`src/shared/stats_codec_defs.vh`:
```
`ifndef STATS_CODEC_DEFS_VH
`define STATS_CODEC_DEFS_VH
// Message opcodes
`define OP_SQ_REQ 16'h0709
`define OP_SQ_RSP 16'h070a
`define OP_ST_REQ 16'h070b
`define OP_ST_RSP 16'h070c
`define OP_BOND_REQ 16'h070d
// Record kinds on the field source port
`define KIND_SQ 1'b0
`define KIND_ST 1'b1
// Last field number of each record kind
`define SQ_LAST_FLD 5'h06
`define ST_LAST_FLD 5'h16
// Field encodings
`define ENC_TRUE 8'h01
`define ENC_FALSE 8'h02
`define ADMIN_MAX 8'h03
`define OPER_MAX 8'h07
`define OPER_UNKNOWN 8'h04
`define ADMIN_DOWN 8'h02
`define MICRO_MAX 8'hff
// Register offsets and fields
`define REG_CTRL 8'h00
`define REG_STATUS 8'h04
`define REG_DROP 8'h08
`define REG_SENT 8'h0c
`define CTRL_EN_BIT 0
`define CTRL_RESET 32'h0000_0001
`endif

```
`src/rtl/iface_stats_message_codec.v`:
```
`timescale 1ns/100ps
`default_nettype none
`include "stats_codec_defs.vh"
module iface_stats_message_codec (
   input wire ref_clk,
   input wire rst_b,
   input wire [7:0] reg_addr,
   input wire [31:0] reg_wdata,
   input wire reg_wr,
   input wire reg_rd,
   output reg [31:0] reg_rdata_q,
   input wire rx_sop,
   input wire [15:0] rx_opcode,
   input wire rx_valid,
   input wire [7:0] rx_data,
   input wire rx_eop,
   output reg fld_req_q,
   output reg fld_kind_q,
   output reg [15:0] fld_index_q,
   output reg [4:0] fld_sel_q,
   input wire fld_ack,
   input wire fld_ok,
   input wire [63:0] fld_value,
   output reg [15:0] tx_opcode_q,
   output reg tx_valid_q,
   output reg [7:0] tx_data_q,
   output reg tx_first_q,
   output reg tx_last_q,
   input wire tx_ready,
   output reg bond_req_q
);
   localparam [1:0] P_IDLE = 2'd0;
   localparam [1:0] P_CNT = 2'd1;
   localparam [1:0] P_HI = 2'd2;
   localparam [1:0] P_LO = 2'd3;
   localparam [2:0] S_IDLE = 3'd0;
   localparam [2:0] S_PROBE = 3'd1;
   localparam [2:0] S_PWAIT = 3'd2;
   localparam [2:0] S_CNT = 3'd3;
   localparam [2:0] S_FREQ = 3'd4;
   localparam [2:0] S_FWAIT = 3'd5;
   localparam [2:0] S_SHIFT = 3'd6;

   // Byte width of each field, in record order
   function [3:0] fwidth;
      input kind;
      input [4:0] f;
      begin
         if (kind == `KIND_SQ) begin
            case (f)
               5'h00: fwidth = 4'h2;
               5'h01: fwidth = 4'h1;
               5'h02, 5'h03, 5'h04: fwidth = 4'h8;
               5'h05: fwidth = 4'h4;
               default: fwidth = 4'h1;
            endcase
         end else begin
            case (f)
               5'h00, 5'h01: fwidth = 4'h2;
               5'h02: fwidth = 4'h4;
               5'h03, 5'h04: fwidth = 4'h1;
               5'h05: fwidth = 4'h4;
               5'h06, 5'h07, 5'h08, 5'h09: fwidth = 4'h8;
               5'h0a, 5'h0b, 5'h0c: fwidth = 4'h4;
               5'h0d, 5'h0e, 5'h0f, 5'h10: fwidth = 4'h8;
               5'h11, 5'h12: fwidth = 4'h4;
               5'h13, 5'h14, 5'h15: fwidth = 4'h1;
               default: fwidth = 4'h4;
            endcase
         end
      end
   endfunction

   // Turns the raw source value into its wire code
   function [63:0] fencode;
      input kind;
      input [4:0] f;
      input [63:0] v;
      begin
         fencode = v;
         if (kind == `KIND_SQ) begin
            if (f == 5'h01)
               fencode = {56'h0, (v[0] ? `ENC_TRUE : `ENC_FALSE)};
            else if (f == 5'h06 && v > {56'h0, `MICRO_MAX})
               fencode = {56'h0, `MICRO_MAX};
         end else begin
            if (f == 5'h03 && (v[7:0] == 8'h00 || v[7:0] > `ADMIN_MAX || v[63:8] != 56'h0))
               fencode = {56'h0, `ADMIN_DOWN};
            else if (f == 5'h04 && (v[7:0] == 8'h00 || v[7:0] > `OPER_MAX || v[63:8] != 56'h0))
               fencode = {56'h0, `OPER_UNKNOWN};
            else if (f == 5'h13 || f == 5'h14 || f == 5'h15)
               fencode = {56'h0, (v[0] ? `ENC_TRUE : `ENC_FALSE)};
         end
      end
   endfunction

   reg [15:0] idx_mem [0:255];
   reg ok_mem [0:255];

   reg [31:0] ctrl_q;
   reg [31:0] drop_q;
   reg [31:0] sent_q;
   reg [1:0] pst_q;
   reg [15:0] rop_q;
   reg [7:0] want_q;
   reg [7:0] got_q;
   reg [7:0] hi_q;
   reg rx_act_q;
   reg [2:0] st_q;
   reg kind_q;
   reg [7:0] num_q;
   reg [7:0] rec_q;
   reg [7:0] okc_q;
   reg [7:0] rem_q;
   reg [4:0] fld_q;
   reg [3:0] bcnt_q;
   reg [63:0] sh_q;

   wire busy = (st_q != S_IDLE);
   wire enable = ctrl_q[`CTRL_EN_BIT];
   wire [4:0] last_fld = (kind_q == `KIND_SQ) ? `SQ_LAST_FLD : `ST_LAST_FLD;
   // A count byte must have arrived first; want_q is stale until then
   wire msg_ok = rx_act_q && (pst_q == P_HI) && (got_q == want_q);
   wire is_list = (rop_q == `OP_SQ_REQ) || (rop_q == `OP_ST_REQ);
   wire start = rx_eop && msg_ok && is_list && !busy;
   wire bond = rx_eop && rx_act_q && (rop_q == `OP_BOND_REQ);
   wire drop = rx_eop && rx_act_q && !start && !bond;
   wire out_free = !tx_valid_q || tx_ready;
   wire [63:0] enc_val = fencode(kind_q, fld_q, fld_value);
   wire [3:0] w_cur = fwidth(kind_q, fld_q);

   // Register port; read data stand in the following cycle only
   always @(posedge ref_clk) begin
      if (!rst_b) begin
         ctrl_q <= `CTRL_RESET;
         reg_rdata_q <= 32'h0;
      end else begin
         if (reg_wr && reg_addr == `REG_CTRL)
            ctrl_q <= {31'h0, reg_wdata[`CTRL_EN_BIT]};
         reg_rdata_q <= 32'h0;
         if (reg_rd) begin
            case (reg_addr)
               `REG_CTRL: reg_rdata_q <= ctrl_q;
               `REG_STATUS: reg_rdata_q <= {16'h0, okc_q, 5'h0, st_q};
               `REG_DROP: reg_rdata_q <= drop_q;
               `REG_SENT: reg_rdata_q <= sent_q;
               default: reg_rdata_q <= 32'h0;
            endcase
         end
      end
   end

   // Counters clear on write; a same-cycle event still counts
   always @(posedge ref_clk) begin
      if (!rst_b) begin
         drop_q <= 32'h0;
         sent_q <= 32'h0;
      end else begin
         if (drop)
            drop_q <= (reg_wr && reg_addr == `REG_DROP) ? 32'h1 : drop_q + 32'h1;
         else if (reg_wr && reg_addr == `REG_DROP)
            drop_q <= 32'h0;
         if (st_q == S_CNT && out_free)
            sent_q <= (reg_wr && reg_addr == `REG_SENT) ? 32'h1 : sent_q + 32'h1;
         else if (reg_wr && reg_addr == `REG_SENT)
            sent_q <= 32'h0;
      end
   end

   // Request parser: count byte then two-byte indices, high byte first
   always @(posedge ref_clk) begin
      if (!rst_b) begin
         pst_q <= P_IDLE;
         rop_q <= 16'h0;
         want_q <= 8'h0;
         got_q <= 8'h0;
         hi_q <= 8'h0;
         rx_act_q <= 1'b0;
         bond_req_q <= 1'b0;
      end else begin
         bond_req_q <= bond;
         if (rx_sop && enable) begin
            rx_act_q <= 1'b1;
            rop_q <= rx_opcode;
            pst_q <= P_CNT;
            got_q <= 8'h0;
         end else if (rx_valid && rx_act_q && !busy) begin
            // Request bytes are discarded while a response is being built
            case (pst_q)
               P_CNT: begin
                  want_q <= rx_data;
                  pst_q <= P_HI;
               end
               P_HI: begin
                  if (got_q != want_q) begin
                     hi_q <= rx_data;
                     pst_q <= P_LO;
                  end
               end
               P_LO: begin
                  idx_mem[got_q] <= {hi_q, rx_data};
                  got_q <= got_q + 8'h1;
                  pst_q <= P_HI;
               end
               default: pst_q <= P_IDLE;
            endcase
         end
         if (rx_eop && !(rx_sop && enable)) begin
            rx_act_q <= 1'b0;
            pst_q <= P_IDLE;
         end
      end
   end

   // Response builder: probe every index, then count, then records
   always @(posedge ref_clk) begin
      if (!rst_b) begin
         st_q <= S_IDLE;
         kind_q <= `KIND_SQ;
         num_q <= 8'h0;
         rec_q <= 8'h0;
         okc_q <= 8'h0;
         rem_q <= 8'h0;
         fld_q <= 5'h0;
         bcnt_q <= 4'h0;
         sh_q <= 64'h0;
         fld_req_q <= 1'b0;
         fld_kind_q <= 1'b0;
         fld_index_q <= 16'h0;
         fld_sel_q <= 5'h0;
         tx_opcode_q <= 16'h0;
         tx_valid_q <= 1'b0;
         tx_data_q <= 8'h0;
         tx_first_q <= 1'b0;
         tx_last_q <= 1'b0;
      end else begin
         fld_req_q <= 1'b0;
         if (tx_valid_q && tx_ready)
            tx_valid_q <= 1'b0;
         case (st_q)
            S_IDLE: begin
               if (start) begin
                  kind_q <= (rop_q == `OP_ST_REQ) ? `KIND_ST : `KIND_SQ;
                  num_q <= want_q;
                  rec_q <= 8'h0;
                  okc_q <= 8'h0;
                  st_q <= (want_q == 8'h0) ? S_CNT : S_PROBE;
               end
            end
            S_PROBE: begin
               fld_req_q <= 1'b1;
               fld_kind_q <= kind_q;
               fld_index_q <= idx_mem[rec_q];
               fld_sel_q <= 5'h0;
               st_q <= S_PWAIT;
            end
            S_PWAIT: begin
               if (fld_ack) begin
                  ok_mem[rec_q] <= fld_ok;
                  okc_q <= okc_q + {7'h0, fld_ok};
                  rec_q <= rec_q + 8'h1;
                  st_q <= (rec_q + 8'h1 == num_q) ? S_CNT : S_PROBE;
               end
            end
            S_CNT: begin
               if (out_free) begin
                  tx_opcode_q <= (kind_q == `KIND_ST) ? `OP_ST_RSP : `OP_SQ_RSP;
                  tx_valid_q <= 1'b1;
                  tx_data_q <= okc_q;
                  tx_first_q <= 1'b1;
                  tx_last_q <= (okc_q == 8'h0);
                  rem_q <= okc_q;
                  rec_q <= 8'h0;
                  fld_q <= 5'h0;
                  st_q <= (okc_q == 8'h0) ? S_IDLE : S_FREQ;
               end
            end
            S_FREQ: begin
               if (!ok_mem[rec_q]) begin
                  rec_q <= rec_q + 8'h1;
               end else if (fld_q == 5'h0) begin
                  // Index comes from the request, not from the source
                  sh_q <= {idx_mem[rec_q], 48'h0};
                  bcnt_q <= 4'h2;
                  st_q <= S_SHIFT;
               end else begin
                  fld_req_q <= 1'b1;
                  fld_kind_q <= kind_q;
                  fld_index_q <= idx_mem[rec_q];
                  fld_sel_q <= fld_q;
                  st_q <= S_FWAIT;
               end
            end
            S_FWAIT: begin
               // A field that fails now is sent as zero; the count is already out
               if (fld_ack) begin
                  sh_q <= (fld_ok ? enc_val : 64'h0) << {(4'h8 - w_cur), 3'h0};
                  bcnt_q <= w_cur;
                  st_q <= S_SHIFT;
               end
            end
            S_SHIFT: begin
               if (out_free) begin
                  tx_valid_q <= 1'b1;
                  tx_data_q <= sh_q[63:56];
                  tx_first_q <= 1'b0;
                  tx_last_q <= (bcnt_q == 4'h1) && (fld_q == last_fld) && (rem_q == 8'h1);
                  sh_q <= {sh_q[55:0], 8'h0};
                  bcnt_q <= bcnt_q - 4'h1;
                  if (bcnt_q == 4'h1) begin
                     if (fld_q == last_fld) begin
                        fld_q <= 5'h0;
                        rec_q <= rec_q + 8'h1;
                        rem_q <= rem_q - 8'h1;
                        st_q <= (rem_q == 8'h1) ? S_IDLE : S_FREQ;
                     end else begin
                        fld_q <= fld_q + 5'h1;
                        st_q <= S_FREQ;
                     end
                  end
               end
            end
            default: st_q <= S_IDLE;
         endcase
      end
   end
endmodule // iface_stats_message_codec
`default_nettype wire

```
`config.mk`:
```
export PLATFORM = sky130hd
export DESIGN_NAME = iface_stats_message_codec
export DESIGN_NICKNAME = d
export VERILOG_FILES = /design/src/rtl/iface_stats_message_codec.v
export VERILOG_INCLUDE_DIRS = /design/src /design/src/shared
export SDC_FILE = /design/constraint.sdc
export NUM_CORES = 2
export LEC_CHECK = 0
export BUFFER_PORTS_ARGS = -buffer_cell sky130_fd_sc_hd__clkbuf_2
export CAP_MARGIN = 10
export CORE_AREA = 2 2 561 563
export CTS_BUF_LIST = sky130_fd_sc_hd__clkbuf_16
export DETAILED_ROUTE_END_ITERATION = 6
export DIE_AREA = 0 0 563 565
export PLACE_DENSITY_LB_ADDON = 0.12
export REMOVE_ABC_BUFFERS = 1
export SETUP_SLACK_MARGIN = 0.3
export SLEW_MARGIN = 40
export SYNTH_ARGS = -nofsm -noshare
export SYNTH_HDL_FRONTEND = slang
export SYNTH_MEMORY_MAX_BITS = 65536
export SYNTH_SLANG_ARGS = --single-unit
```
`constraint.sdc`:
```
create_clock -name ref_clk -period 6.65 [get_ports ref_clk]
set_clock_uncertainty 0.15 [all_clocks]
set_input_delay 0.665 -clock ref_clk [delete_from_list [all_inputs] [get_ports ref_clk]]
set_output_delay 0.665 -clock ref_clk [all_outputs]
set_load 0.02 [all_outputs]
```
==> results_dict.tcl <==
set metrics [dict create \
    status "finished, final reports clean" \
    r2r_end "sh_q[54]" \
    startpoint_type "register" \
    row_count 205 \
    cts.sinks 4651 \
    worstHoldPathType "input pin to register" \
    synth.top_cell.area_share 0.702 \
    ys_top_cells_by_area "edfxtp_1 70%, mux4_2 12%, dfxtp_1 3.2%" \
    cts_setup_buffers 0 \
    grtUsageTotal 0.325 \
    die_width_um 563 \
    p_leak_uw 0.0601 \
    root_buffer "clkbuf_16" \
    final_nets 10500 \
    first_pass_iters 7 \
    worstSkewPairLatency_ps 1000 \
    dp_hpwl_um 321000 \
    syn_avg_cell_area_sq_um 19.2 \
    synthFlopType "edfxtp_1" \
    clk_pin_slew_ps 60 \
    post_cts_resized 0 \
    synth_area_sq_um 186000 \
    core_region_area_sq_um 311000 \
    worst_setup_path_end_kind "register" \
    final-setup-viol-count 0 \
    synth_seq_cells 4651 \
    ff2ff_path_depth 11 \
    avgRoutedWirePerCell_um 34.9 \
    grt_first_pass_wirelength_um 728000 \
    drt-total-wl_um 518000 \
    yosysTopAreaCell "edfxtp_1" \
    hold_viol_final 0 \
    worstMarginPinSlew_ps 1010 \
    route.vias.total 101000 \
    worstSetupPathType "register to register" \
    ir_drop_uv 252 \
    cts_buffers 460 \
    grt_max_degree 197 \
    async_reset_ff_frac 0 \
    maxCapViolations 0 \
    cts_tree "done" \
    gp_congestion 0.929 \
    stdcell_area_sq_um 209000 \
    grt_overflow 0 \
    cp.arrival_ps 6000 \
    hold_buffers 30 \
    post-synth-top-count-cell "edfxtp_1" \
    die_h_um 565 \
    drt_iter0_drc 15400 \
    synth_common_cells "4,352 x edfxtp_1, 974 x mux4_2, 821 x nor2_1, 407 x nand2_1, 346 x mux2i_1" \
    synthDistinctLibCells 110 \
    powerDensity_nw_per_um2 290 \
    fin_util 0.672 \
    clock_path_buffers 4 \
    hold_ws_ps 74.4 \
    dieArea_sq_um 318000 \
    yosysWarnings 0 \
    initial_utilization 0.598 \
    io_pins 221 \
    grt_setup_unrepaired "no" \
    yosysSeqAreaShare 0.734 \
    hold_start "reg_addr[0]" \
    fin_crit_sh 0.789 \
    ant_nets 0 \
    drive_above_1_share 0.246 \
    h-tree-depth 5 \
    slew_viol_final 0 \
    max_freq_ghz 0.191 \
    holdPathStages 4 \
    grt_antenna_before_repair 29 \
    areaGrowthSynthToFinish_pct 12.3 \
    synth_edf_count 4352 \
    place_area_sq_um 194000 \
    period_minus_slack_ps 5250 \
    worstPathMaxFanout 53 \
    drc 0 \
    cp.required_ps 7400 \
    grt_pass1_vias 97700 \
    hold_end "reg_rdata_q[5]" \
    postSynthCellCount 9683 \
    io_buffers 179 \
    r2r_slack_ps 1400 \
    viasPerCell 6.81 \
    relSlewSlack 0.325 \
]
## cells by family (layout without fill, tap and decap cells)
group / count (synthesis) / after routing / share of synthesized area
compound gates: 923 / 923 / 0.0346
xor+xnor: 96 / 96 / 0.00452
buf+inv: 652 / 1642 / 0.0244
other cells: 1 / 20 / 0.0000201
flops: 4651 / 4651 / 0.734
simple gates: 1850 / 1850 / 0.0451
mux: 1484 / 1484 / 0.156
fa+ha+maj: 26 / 26 / 0.00175
## cell type report
cell class	count	area, sq um
diodes	10	25.0
clock buffers	467	11700
clock inverters	375	2980
fillers	20200	102000
inverters	39	164
multi-input cells	4389	46000
flip-flops and latches	4651	137000
well taps	4140	5180
repair buffers	761	6420
## placed cells by master (no fill, tap or decap), types with 35 or more instances in the layout
cell type | Yosys | layout
a211oi_1 | 101 | 96
a21oi_1 | 181 | 180
a221oi_1 | 61 | 56
a22oi_1 | 103 | 102
and3_1 | 38 | 38
buf_12 | 26 | 55
buf_4 | 105 | 465
bufinv_16 | 0 | 39
clkbuf_16 | 0 | 467
clkbuf_2 | 0 | 171
clkinv_1 | 1 | 102
clkinv_2 | 0 | 83
dfxtp_1 | 299 | 284
dlygate4sd3_1 | 4 | 35
edfxtp_1 | 4352 | 4352
inv_1 | 37 | 143
mux2_2 | 49 | 49
mux2i_1 | 346 | 341
mux4_1 | 115 | 115
mux4_2 | 974 | 974
nand2_1 | 407 | 383
nand3_1 | 138 | 131
nand4_1 | 50 | 50
nor2_1 | 821 | 731
nor2_2 | 2 | 40
nor2_4 | 0 | 52
nor3_1 | 121 | 115
nor4_1 | 74 | 67
o211ai_1 | 49 | 49
o21ai_0 | 115 | 108
o22ai_1 | 87 | 85
xor2_1 | 63 | 63
## metal layers
layer,vias to the layer above,wire [um],global-route usage
met5,-,109,0
met4,16,23500,0.130
met3,931,58800,0.0673
met2,6264,238000,0.492
met1,52900,198000,0.470
li1,41000,-,-
## worst max path at each step
| stage | from | endpoint | slack (ps) | cells after the start |
|---|---|---|---|---|
| global placement | register | sh_q[62] | 1240 | 12 |
| detailed placement | register | sh_q[54] | 1480 | 11 |
| floorplan | register | bcnt_q[2] | -41370 | 8 |
| CTS | register | sh_q[54] | 1530 | 11 |
| finish | register | sh_q[54] | 1400 | 11 |
| global route | register | sh_q[54] | 1380 | 11 |
## flip-flops by register name, indices dropped and copies added, names as in the netlist, 16 cells and up, named ones only
name	count
idx_mem	4096
ok_mem	256
sh_q	64
drop_q	32
reg_rdata_q	32
sent_q	32
fld_index_q	16
rop_q	16
## critical path: stages (launching register included)
cell      delay, ps
dfxtp_4         680
buf_12          450
nand4b_1        640
buf_4           350
o22ai_1         340
a32oi_1         400
nand4_1         370
or4_1           700
nor4_1          590
buf_4           270
a211oi_1         80
a21oi_1         150
## power by group
| part | total [uW] | switching [uW] | internal [uW] |
|---|---|---|---|
| clock | 25200 | 11000 | 14200 |
| sequential | 31900 | 77.8 | 31800 |
| combinational | 3510 | 2070 | 1440 |
| total | 60600 | 13100 | 47500 |
## stage by stage
step / power (uW) / setup WS, ps / setup TNS (ps) / std cells
after floorplan: 35300 / -41370 / -4467370 / 9079
after global placement: 35900 / 1240 / 0 / 13900
after detailed placement: 36000 / 1480 / 0 / 13900
after CTS: 60800 / 1530 / 0 / 14800
after global routing: 62100 / 1380 / 0 / 14800
final: 60600 / 1400 / 0 / 14800
(Power assumes the default switching activity.)
